## src/pkg/usb_pm_pkg.sv

```systemverilog
// package for the usb power management and endpoint sizing block
// assumes a single 200 MHz core clock and a synchronous line-state input
package usb_pm_pkg;
	// ------------------------------------------------------------------
	// clock and timing
	// ------------------------------------------------------------------
	localparam int unsigned CLK_KHZ        = 200000;
	localparam int unsigned IDLE_SUSP_US   = 3000;   // 3 ms of idle
	localparam int unsigned SE0_RESET_US   = 68;     // about 68 us of se0
	localparam int unsigned RST_HOLD_US    = 3500;   // 3.5 ms, least
	localparam int unsigned RESUME_K_US    = 2000;   // about 2 ms
	localparam int unsigned ISO_FRAME_US   = 1000;   // 1 ms frame
	localparam int unsigned IDLE_SUSP_CYC  = IDLE_SUSP_US * CLK_KHZ / 1000;
	localparam int unsigned SE0_RESET_CYC  = SE0_RESET_US * CLK_KHZ / 1000;
	localparam int unsigned RST_HOLD_CYC   = RST_HOLD_US * CLK_KHZ / 1000 + 1;
	localparam int unsigned RESUME_K_CYC   = RESUME_K_US * CLK_KHZ / 1000;
	localparam int unsigned ISO_FRAME_CYC  = ISO_FRAME_US * CLK_KHZ / 1000;
	localparam int unsigned CNT_W          = 20;

	// ------------------------------------------------------------------
	// endpoint sizing
	// ------------------------------------------------------------------
	localparam logic [10:0] ISO_MAX_PAYLOAD = 11'h3ff;   // 1023 bytes
	localparam int unsigned DUAL_BUF_BYTES  = 2048;
	localparam logic [1:0]  BE_LOW_BYTE     = 2'h1;      // final odd byte

	// ------------------------------------------------------------------
	// register map, word offsets on the plain port
	// ------------------------------------------------------------------
	localparam logic [3:0] OFS_EP_MAX_SIZE = 4'h0;
	localparam logic [3:0] OFS_EP_STATUS   = 4'h1;
	localparam logic [3:0] OFS_EP_COMMAND  = 4'h2;
	localparam logic [3:0] OFS_PM_STATUS   = 4'h3;
	localparam logic [10:0] RST_MAX_SIZE   = 11'h040;
	localparam logic [15:0] RST_EP_STATUS  = 16'h0000;
	localparam logic [3:0] CMD_EP_REINIT   = 4'h1;
	localparam logic [3:0] CMD_EP_DISABLE  = 4'h2;
	localparam logic [3:0] CMD_EP_PKT_END  = 4'h3;

	// line states seen from the phy
	localparam logic [1:0] LS_SE0  = 2'h0;
	localparam logic [1:0] LS_J    = 2'h1;
	localparam logic [1:0] LS_K    = 2'h2;

	typedef enum logic [2:0] {
		ST_ACTIVE  = 3'b000,
		ST_RESET   = 3'b001,
		ST_SUSPEND = 3'b010,
		ST_WAKEREQ = 3'b011,
		ST_RESUMEK = 3'b100
	} pm_state_e;

	typedef struct packed {
		logic        wr;
		logic        rd;
		logic [3:0]  addr;
		logic [31:0] wdata;
	} reg_req_s;

	typedef struct packed {
		pm_state_e   st;
		logic [CNT_W-1:0] idle_cnt;
		logic [CNT_W-1:0] se0_cnt;
		logic [CNT_W-1:0] tmr;
		logic        usb_reset;
		logic        suspend_n;
		logic        drive_k;
		logic        direct_mode;
		logic [10:0] max_size;
		logic [15:0] ep_status;
		logic [3:0]  last_cmd;
		logic        size_err;
		logic [31:0] rdata;
	} pm_regs_s;
endpackage

```

## src/core/usb_pm_core.sv

```systemverilog
// usb device bus power management and endpoint size guard
// assumes line state, wakeup and the register port are synchronous to clk;
// the wakeup path to suspend_n is combinational so it works with clk held
//
// The implementer's own choices: the address map and the strobed register port.
module usb_pm_core
	import usb_pm_pkg::*;
#(
	parameter int unsigned IDLE_CYC  = IDLE_SUSP_CYC,
	parameter int unsigned RST_CYC   = RST_HOLD_CYC,
	parameter int unsigned RESUME_CYC = RESUME_K_CYC,
	parameter int unsigned SE0_CYC   = SE0_RESET_CYC
) (
	input  wire logic        clk,
	input  wire logic        arst_n,
	input  wire logic [1:0]  line_state,
	input  wire logic        wakeup,
	input  wire logic        ep_is_tx,
	input  wire logic        ep_is_iso,
	input  wire reg_req_s    req,
	output logic [31:0]      rdata,
	output logic             usb_reset,
	output logic             suspend_n,
	output logic             resume_k_oe,
	output logic             size_err
);
	pm_regs_s r_ff;
	pm_regs_s nxt_r;

	// ------------------------------------------------------------------
	// outputs
	// ------------------------------------------------------------------
	// wakeup bypasses the flop so suspend lifts with clk stopped
	assign suspend_n   = r_ff.suspend_n | wakeup;
	assign usb_reset   = r_ff.usb_reset;
	assign resume_k_oe = r_ff.drive_k;
	assign size_err    = r_ff.size_err;
	assign rdata       = r_ff.rdata;

	// ------------------------------------------------------------------
	// next state
	// ------------------------------------------------------------------
	always_comb begin
		nxt_r = r_ff;
		nxt_r.rdata = 32'h0000_0000;
		// idle is j with no edge; any other line state is activity
		if (line_state == LS_J)
			nxt_r.idle_cnt = (r_ff.idle_cnt == CNT_W'(IDLE_CYC)) ?
				r_ff.idle_cnt : r_ff.idle_cnt + CNT_W'(1);
		else
			nxt_r.idle_cnt = '0;
		if (line_state == LS_SE0)
			nxt_r.se0_cnt = (r_ff.se0_cnt == CNT_W'(SE0_CYC)) ?
				r_ff.se0_cnt : r_ff.se0_cnt + CNT_W'(1);
		else
			nxt_r.se0_cnt = '0;
		case (r_ff.st)
			ST_ACTIVE: begin
				// se0 wins over idle so reset and suspend never overlap
				// fires once per se0 run, on the cycle the count fills
				if (line_state == LS_SE0 &&
					r_ff.se0_cnt == CNT_W'(SE0_CYC - 1)) begin
					nxt_r.st        = ST_RESET;
					nxt_r.usb_reset = 1'b1;
					nxt_r.tmr       = '0;
				end else if (r_ff.idle_cnt == CNT_W'(IDLE_CYC)) begin
					nxt_r.st        = ST_SUSPEND;
					nxt_r.suspend_n = 1'b0;
				end
			end
			ST_RESET: begin
				// hold past 3.5 ms, then drop even while the host still drives se0
				if (r_ff.tmr != CNT_W'(RST_CYC))
					nxt_r.tmr = r_ff.tmr + CNT_W'(1);
				else begin
					// host keeps se0 past this point, so drop here
					nxt_r           = '0;
					nxt_r.st        = ST_ACTIVE;
					nxt_r.suspend_n = 1'b1;
					nxt_r.max_size  = RST_MAX_SIZE;
					nxt_r.ep_status = RST_EP_STATUS;
					nxt_r.direct_mode = 1'b0;
					// keep the se0 run saturated so the host's long
					// reset tail does not start a second bus reset
					nxt_r.se0_cnt = (line_state == LS_SE0) ?
						CNT_W'(SE0_CYC) : '0;
				end
			end
			ST_SUSPEND: begin
				// host resume is k on the line
				if (line_state == LS_K) begin
					nxt_r.st        = ST_ACTIVE;
					nxt_r.suspend_n = 1'b1;
				end else if (line_state == LS_SE0 &&
					r_ff.se0_cnt == CNT_W'(SE0_CYC - 1)) begin
					nxt_r.st        = ST_RESET;
					nxt_r.suspend_n = 1'b1;
					nxt_r.usb_reset = 1'b1;
					nxt_r.tmr       = '0;
				end else if (wakeup) begin
					// first clock edge after restore starts the resume
					nxt_r.st        = ST_RESUMEK;
					nxt_r.suspend_n = 1'b1;
					nxt_r.drive_k   = 1'b1;
					nxt_r.tmr       = '0;
				end
			end
			ST_RESUMEK: begin
				// own k is bus activity: idle restarts after resume
				nxt_r.idle_cnt = '0;
				if (r_ff.tmr == CNT_W'(RESUME_CYC - 1)) begin
					nxt_r.st      = ST_ACTIVE;
					nxt_r.drive_k = 1'b0;
				end else
					nxt_r.tmr = r_ff.tmr + CNT_W'(1);
			end
			default: nxt_r.st = ST_ACTIVE;
		endcase

		// register writes: ignored during reset, lost anyway at its end
		if (req.wr && r_ff.st != ST_RESET) begin
			case (req.addr)
				OFS_EP_MAX_SIZE: begin
					nxt_r.max_size = req.wdata[10:0];
					// odd size on a direct transmit endpoint is flagged
					nxt_r.size_err = req.wdata[0] & ep_is_tx &
						r_ff.direct_mode;
					if (ep_is_iso && req.wdata[10:0] > ISO_MAX_PAYLOAD)
						nxt_r.size_err = 1'b1;
				end
				OFS_EP_STATUS: begin
					nxt_r.ep_status   = req.wdata[15:0];
					nxt_r.direct_mode = req.wdata[16];
				end
				OFS_EP_COMMAND: nxt_r.last_cmd = req.wdata[3:0];
				default: ;
			endcase
		end

		// read data valid the cycle after the strobe
		if (req.rd) begin
			case (req.addr)
				OFS_EP_MAX_SIZE: nxt_r.rdata = {21'h0, r_ff.max_size};
				OFS_EP_STATUS:   nxt_r.rdata = {15'h0, r_ff.direct_mode,
					r_ff.ep_status};
				OFS_EP_COMMAND:  nxt_r.rdata = {28'h0, r_ff.last_cmd};
				OFS_PM_STATUS:   nxt_r.rdata = {25'h0, r_ff.size_err,
					r_ff.drive_k, r_ff.suspend_n, r_ff.usb_reset,
					r_ff.st};
				default:         nxt_r.rdata = 32'h0000_0000;
			endcase
		end
	end

	// ------------------------------------------------------------------
	// state register; no edges means no access while clk is stopped
	// ------------------------------------------------------------------
	always_ff @(posedge clk or negedge arst_n) begin
		if (!arst_n) begin
			r_ff           <= '0;
			r_ff.suspend_n <= 1'b1;
			r_ff.max_size  <= RST_MAX_SIZE;
		end else
			r_ff <= nxt_r;
	end
endmodule

```

## config.mk

```make
export PLATFORM = sky130hd
export DESIGN_NAME = usb_pm_core
export DESIGN_NICKNAME = d
export VERILOG_FILES = /design/src/pkg/usb_pm_pkg.sv /design/src/core/usb_pm_core.sv
export SDC_FILE = /design/constraint.sdc
export NUM_CORES = 1
export LEC_CHECK = 0
export BUFFER_PORTS_ARGS = -buffer_cell sky130_fd_sc_hd__buf_2
export CAP_MARGIN = 5
export CORE_MARGIN = 4
export CORE_UTILIZATION = 35
export DETAILED_ROUTE_END_ITERATION = 16
export GPL_TIMING_DRIVEN = 0
export PLACE_DENSITY = 0.52
export SLEW_MARGIN = 20
export SYNTH_ARGS = -nofsm -noshare
export SYNTH_HDL_FRONTEND = slang
export SYNTH_SLANG_ARGS = --single-unit
```

## constraint.sdc

```tcl
create_clock -name clk -period 2.1 [get_ports clk]
set_input_delay 0.105 -clock clk [delete_from_list [all_inputs] [get_ports clk]]
set_output_delay 0.105 -clock clk [all_outputs]
set_load 0.05 [all_outputs]
```

# Word level (Yosys, flattened, before mapping)
# Cells that the tools add are included.
# totals
reg_bits	131
latchBits	0
mem_bits_rw	0
mem_bits_ro	0
output_inout_bits	36
elab_cells	105
memories	0
# op_classes
n_addsub	3
n_mul	0
div	0
order_cmp	1
n_eq_ne	27
n_shift	0
n_mux	44
bitwise	3
reduce_logical	14
# ops
cell	count
2-to-1 mux 20 bit	9
one-hot mux 20 bit (4 select lines)	1
2-to-1 mux 68 bit	1
one-hot mux 17 bit (4 select lines)	1
2-to-1 mux 65 bit	1
adder 20 x 1 -> 20 bit (second input constant)	3
2-to-1 mux 43 bit	1
2-to-1 mux 21 bit	2
== test 20 x 14 -> 1 bit (second input constant)	2
one-hot mux 20 bit (2 select lines)	1
2-to-1 mux 33 bit	1
2-to-1 mux 32 bit	1
== test 20 x 19 -> 1 bit (second input constant)	1
== test 20 bit (second input constant)	1
inequality test 2 bit (second input constant)	10
inequality test 20 bit (second input constant)	1
2-to-1 mux 3 bit	6
2-to-1 mux 16 bit	1
AND reduction 5 bit	3
2-to-1 mux 14 bit	1
one-hot mux 3 bit (4 select lines)	1
greater-than comparator 11 x 10 -> 1 bit (second input constant)	1
2-to-1 mux 1 bit	11
2-to-1 mux 11 bit	1
24 further kinds	30

# Longest topological paths before layout
# logic_depth
depth_word	5
ltp_mapped	10
depth_no_buf	7

# Worst setup path before layout
# Ideal clock, no wire load.
# synth_timing
path_kind	register to register
start	register r_ff[69] in the netlist's numbering
end	register r_ff[50] in the netlist's numbering
setup_time_ns	0.136
arrival_ns	2.048
slack_ns	-0.083
stages_incl_launch_ff	11
n_path_buf	3
period_less_slack_ns	2.183
path_cell_list	dfrtp_1 > inv_1 > ha_1 > nor4b_1 > nand4_1 > or3_1 > clkbuf_1 > clkbuf_1 > clkbuf_1 > nand2_1 > o21ai_0
# synth_rtl
item	line	text
from (decl)	usb_pm_core.sv:27	pm_regs_s r_ff;
from (signal assigned)	usb_pm_core.sv:164	r_ff <= nxt_r;

# Final worst setup path
# layout_timing
start	register r_ff[78] in the netlist's numbering
end	register r_ff[79] in the netlist's numbering
# layout_between
elab_chain_cells	3
word_cells_on_any_way	8
# layout_lines
item	line	text
adder 20 x 1 -> 20 bit, or another cell as far along	usb_pm_core.sv:74, usb_pm_core.sv:115	
2-to-1 mux 20 bit, or another cell as far along	usb_pm_core.sv:111	if (r_ff.tmr == CNT_W'(RESUME_CYC - 1)) begin
one-hot mux 20 bit (4 select lines) / AND reduction 5 bit (equally long branches)	--	
# Parallel ways exist; a longest one is shown, timed or not. The select of a mux whose other input is x is not followed.
# A chain may end at the register's enable or synchronous reset.

==> impl_metrics.ini <==
[run_status]
outcome = finished, violations left
violations = setup timing

[synthesis]
async_reset_ff_frac = 1.00
synth_area_um2 = 6080
yosysSeqAreaShare = 0.478
synth_warnings = 0
yosysUniqueCellTypes = 62
netlist_top_cells_area = dfrtp_1 (47%), nand2_1 (5.7%), nor2_1 (4.3%), buf_4 (4.2%), o21ai_0 (3.1%)
synth_top_area_frac = 0.469
synth_area_per_cell_um2 = 9.21
ys_ff_latch = 116
synth_edf_count = 0
synthesis.instances = 660
ys.flop_type = dfrtp_1
yosys.area.top_type = dfrtp_1

[global_route]
grt_pass1_wl_mm = 26.9
grt_max_degree = 64
antenna_found_initial = 0
grt_overflow = 0
first_global_vias = 5182
grt_use_total = 0.171

[drt]
m1WireLength_mm = 7.57
top_layer = met4
via_count = 5290
drc = 0
drt-total-wl_mm = 16.8
drtIter0Drc = 276
first_pass_iters = 5
wl_met3_um = 800
met2_length_mm = 8.21
avgViaCountPerCell = 5.14
wl_per_cell_um = 16.3
ant_nets = 0

[sta]
finalCriticalPeriod_ns = 2.29
fmaxAchievable_ghz = 0.436
drv_slew = 0
postLayoutSetupSlackWorst_ns = -0.193
finClkSkew_ns = 0.00553
fin_tns_setup_ns = -8.16
fin_crit_sh = 1.09
rsz0062_at_grt = true
hold_viol = 0
max_slew_margin = 0.555
setup_violations = 88
worst_pin_slew_ns = 0.662

[floorplanning]
start_util = 0.362
die_h_um = 140
dieArea_um2 = 19500
fp-row-count = 47
die_x_um = 140
io_pins = 81
core_area_um2 = 16800

[clocking]
cts.sinks = 116
cts_tree = built
cts_buffer_depth = 2
cts_root_buf = clkbuf_16
cts_made_buffers = 17
cts-htree-levels = 4
clkLatencyLatePin_ns = 0.42
clk_pin_slew_ns = 0.06

[power_and_ir_drop]
p_seq_frac = 0.419
switchingPower_mw = 1.52
comb_power_share = 0.095
p_per_area_nw_per_um2 = 722
clkPwrFrac = 0.486
p_int_mw = 4.48
netSwitchingFraction = 0.254
p_leak_nw = 3.61
peakVddDrop_mv = 0.581

[layout]
stdcell_area_um2 = 8310
antenna_cells = 0
fill_cells = 1586
synthToLayoutAreaGrowth_pct = 36.6
drive_above_1_share = 0.306
fin_nets = 848

[setup_path]
r2r_end = r_ff[79]$_DFFE_PN0P_
arrival_ns = 2.59
critPathKind = reg2reg
startpoint = r_ff[78]$_DFFE_PN0P_
regToRegStartpoint = r_ff[78]$_DFFE_PN0P_
worstSetupStartpointType = flip-flop
crit_path_max_fanout = 5
worst-endpoint-required_ns = 2.40
cp-end-kind = flip-flop
rr_worst_depth = 7
r2r_slack_ns = -0.19
crit_path_end = r_ff[79]$_DFFE_PN0P_

[run]
maxCapViolations = 0

[placed_design]
hpwlAfterDp_mm = 10.7
routabilityCongestion = 0.848
port_buffers = 49
placed_cell_area_um2 = 6710

[hold_path]
hold_class = in2reg
what timing repair did:
| action | CTS | global route |
|---|---|---|
| hold buffers | 20 | 0 |
| endpoints found under the hold margin | 85 | 0 |
| gates cloned | 3 | 2 |
| setup buffers | 21 | 11 |
| resized for setup | 62 | 82 |
| endpoints found under the setup margin | 95 | 89 |
| pin swaps | 14 | 23 |
registers in the layout, summed over array words and instances, names as in the netlist:
register,flops
r_ff,96
rdata,17
resume_k_oe,1
size_err,1
usb_reset,1
kinds of logic after synthesis:
kind of cell / synth area share
compound gates: 0.128
other cells: 0.000617
flops: 0.478
simple gates: 0.239
mux: 0.0158
fa+ha+maj: 0.0123
xor+xnor: 0.0504
buf+inv: 0.0757
placed cells by master (no fill, tap or decap), types with 20 or more instances in the layout:
master and instances:
dlygate4sd3_1 20, buf_4 59, nand3_1 20, inv_1 22, buf_2 49, dfrtp_1 110, nand2_1 76, nor2_1 65
o21ai_0 24
Yosys cell counts (5+ instances only):
library cell  number
o211ai_1           6
nor2b_1            5
a22o_1             7
xnor2_1           16
ha_1               6
and3_1            13
a211oi_1           9
inv_1             22
a21oi_1           18
a22oi_1            8
nor2_1            69
clkbuf_1          25
and4_1             6
xor2_1            19
nand2_1           93
a211o_1            5
nand3_1           21
buf_4             34
nor4b_1            8
o2bb2ai_1          7
mux2_2             5
nor3_1            19
or3_1              7
o21ai_0           38
nand4_1           19
dfrtp_1          114
power groups by stage:
stage	combinational (mW)	sequential (mW)	clock, mW
finish	0.572	2.51	2.91
global route	0.637	2.53	3.10
CTS	0.510	2.49	2.98
detailed placement	0.472	2.53	0
global placement	0.451	2.52	0
floorplan	0.299	2.52	0
critical path, stage by stage, from the launching register on:
cell and delay (ns):
dfrtp_1 0.41, or4b_1 0.52, or4_4 0.45, o31ai_4 0.23, buf_6 0.15, nor3_4 0.07
buf_6 0.14, a22o_1 0.21
layout make-up:
type / instances / area [um^2] / area share
tap: 220 / 275 / 0.0331
multi-input combinational: 472 / 3150 / 0.379
sequential: 116 / 2910 / 0.350
clock buffer: 21 / 470 / 0.0566
clock inverter: 11 / 125 / 0.0151
inverter: 22 / 82.6 / 0.00994
timing repair buffer: 106 / 796 / 0.0958
buffer: 62 / 494 / 0.0595
per-stage QoR:
step | total power, mW | util | hold slack, ns | std cells | setup slack [ns]
6_report | 6.00 | 0.494 | 0.0444 | 1030 | -0.193
5_1_grt | 6.26 | 0.494 | 0.0421 | 1030 | -0.240
4_1_cts | 5.97 | 0.473 | 0.00965 | 1019 | -0.173
3_5_place_dp | 3.00 | 0.399 | 0.118 | 944 | -0.618
3_3_place_gp | 2.97 | 0.397 | 0.311 | 943 | -0.625
2_1_floorplan | 2.82 | - | -0.191 | 674 | -0.0587
how the worst min path moves through the flow:
stage | end | cells past startpoint | start
final | size_err$_DFF_PN0_ | 4 | ep_is_iso
after global routing | size_err$_DFF_PN0_ | 4 | ep_is_iso
after CTS | r_ff[90]$_DFF_PN0_ | 4 | line_state[1]
after detailed placement | r_ff[116]$_DFF_PN0_ | 1 | arst_n
after global placement | r_ff[49]$_DFF_PN0_ | 3 | req[12]
after floorplan | r_ff[100]$_DFF_PN0_ | 0 | arst_n
routing by layer:
layer	track usage	vias up
met3	0.0480	26
li1	-	2541
met4	0.0637	0
met5	0	-
met1	0.234	2577
met2	0.259	146
Note: power is estimated with default switching activity, not from simulation.
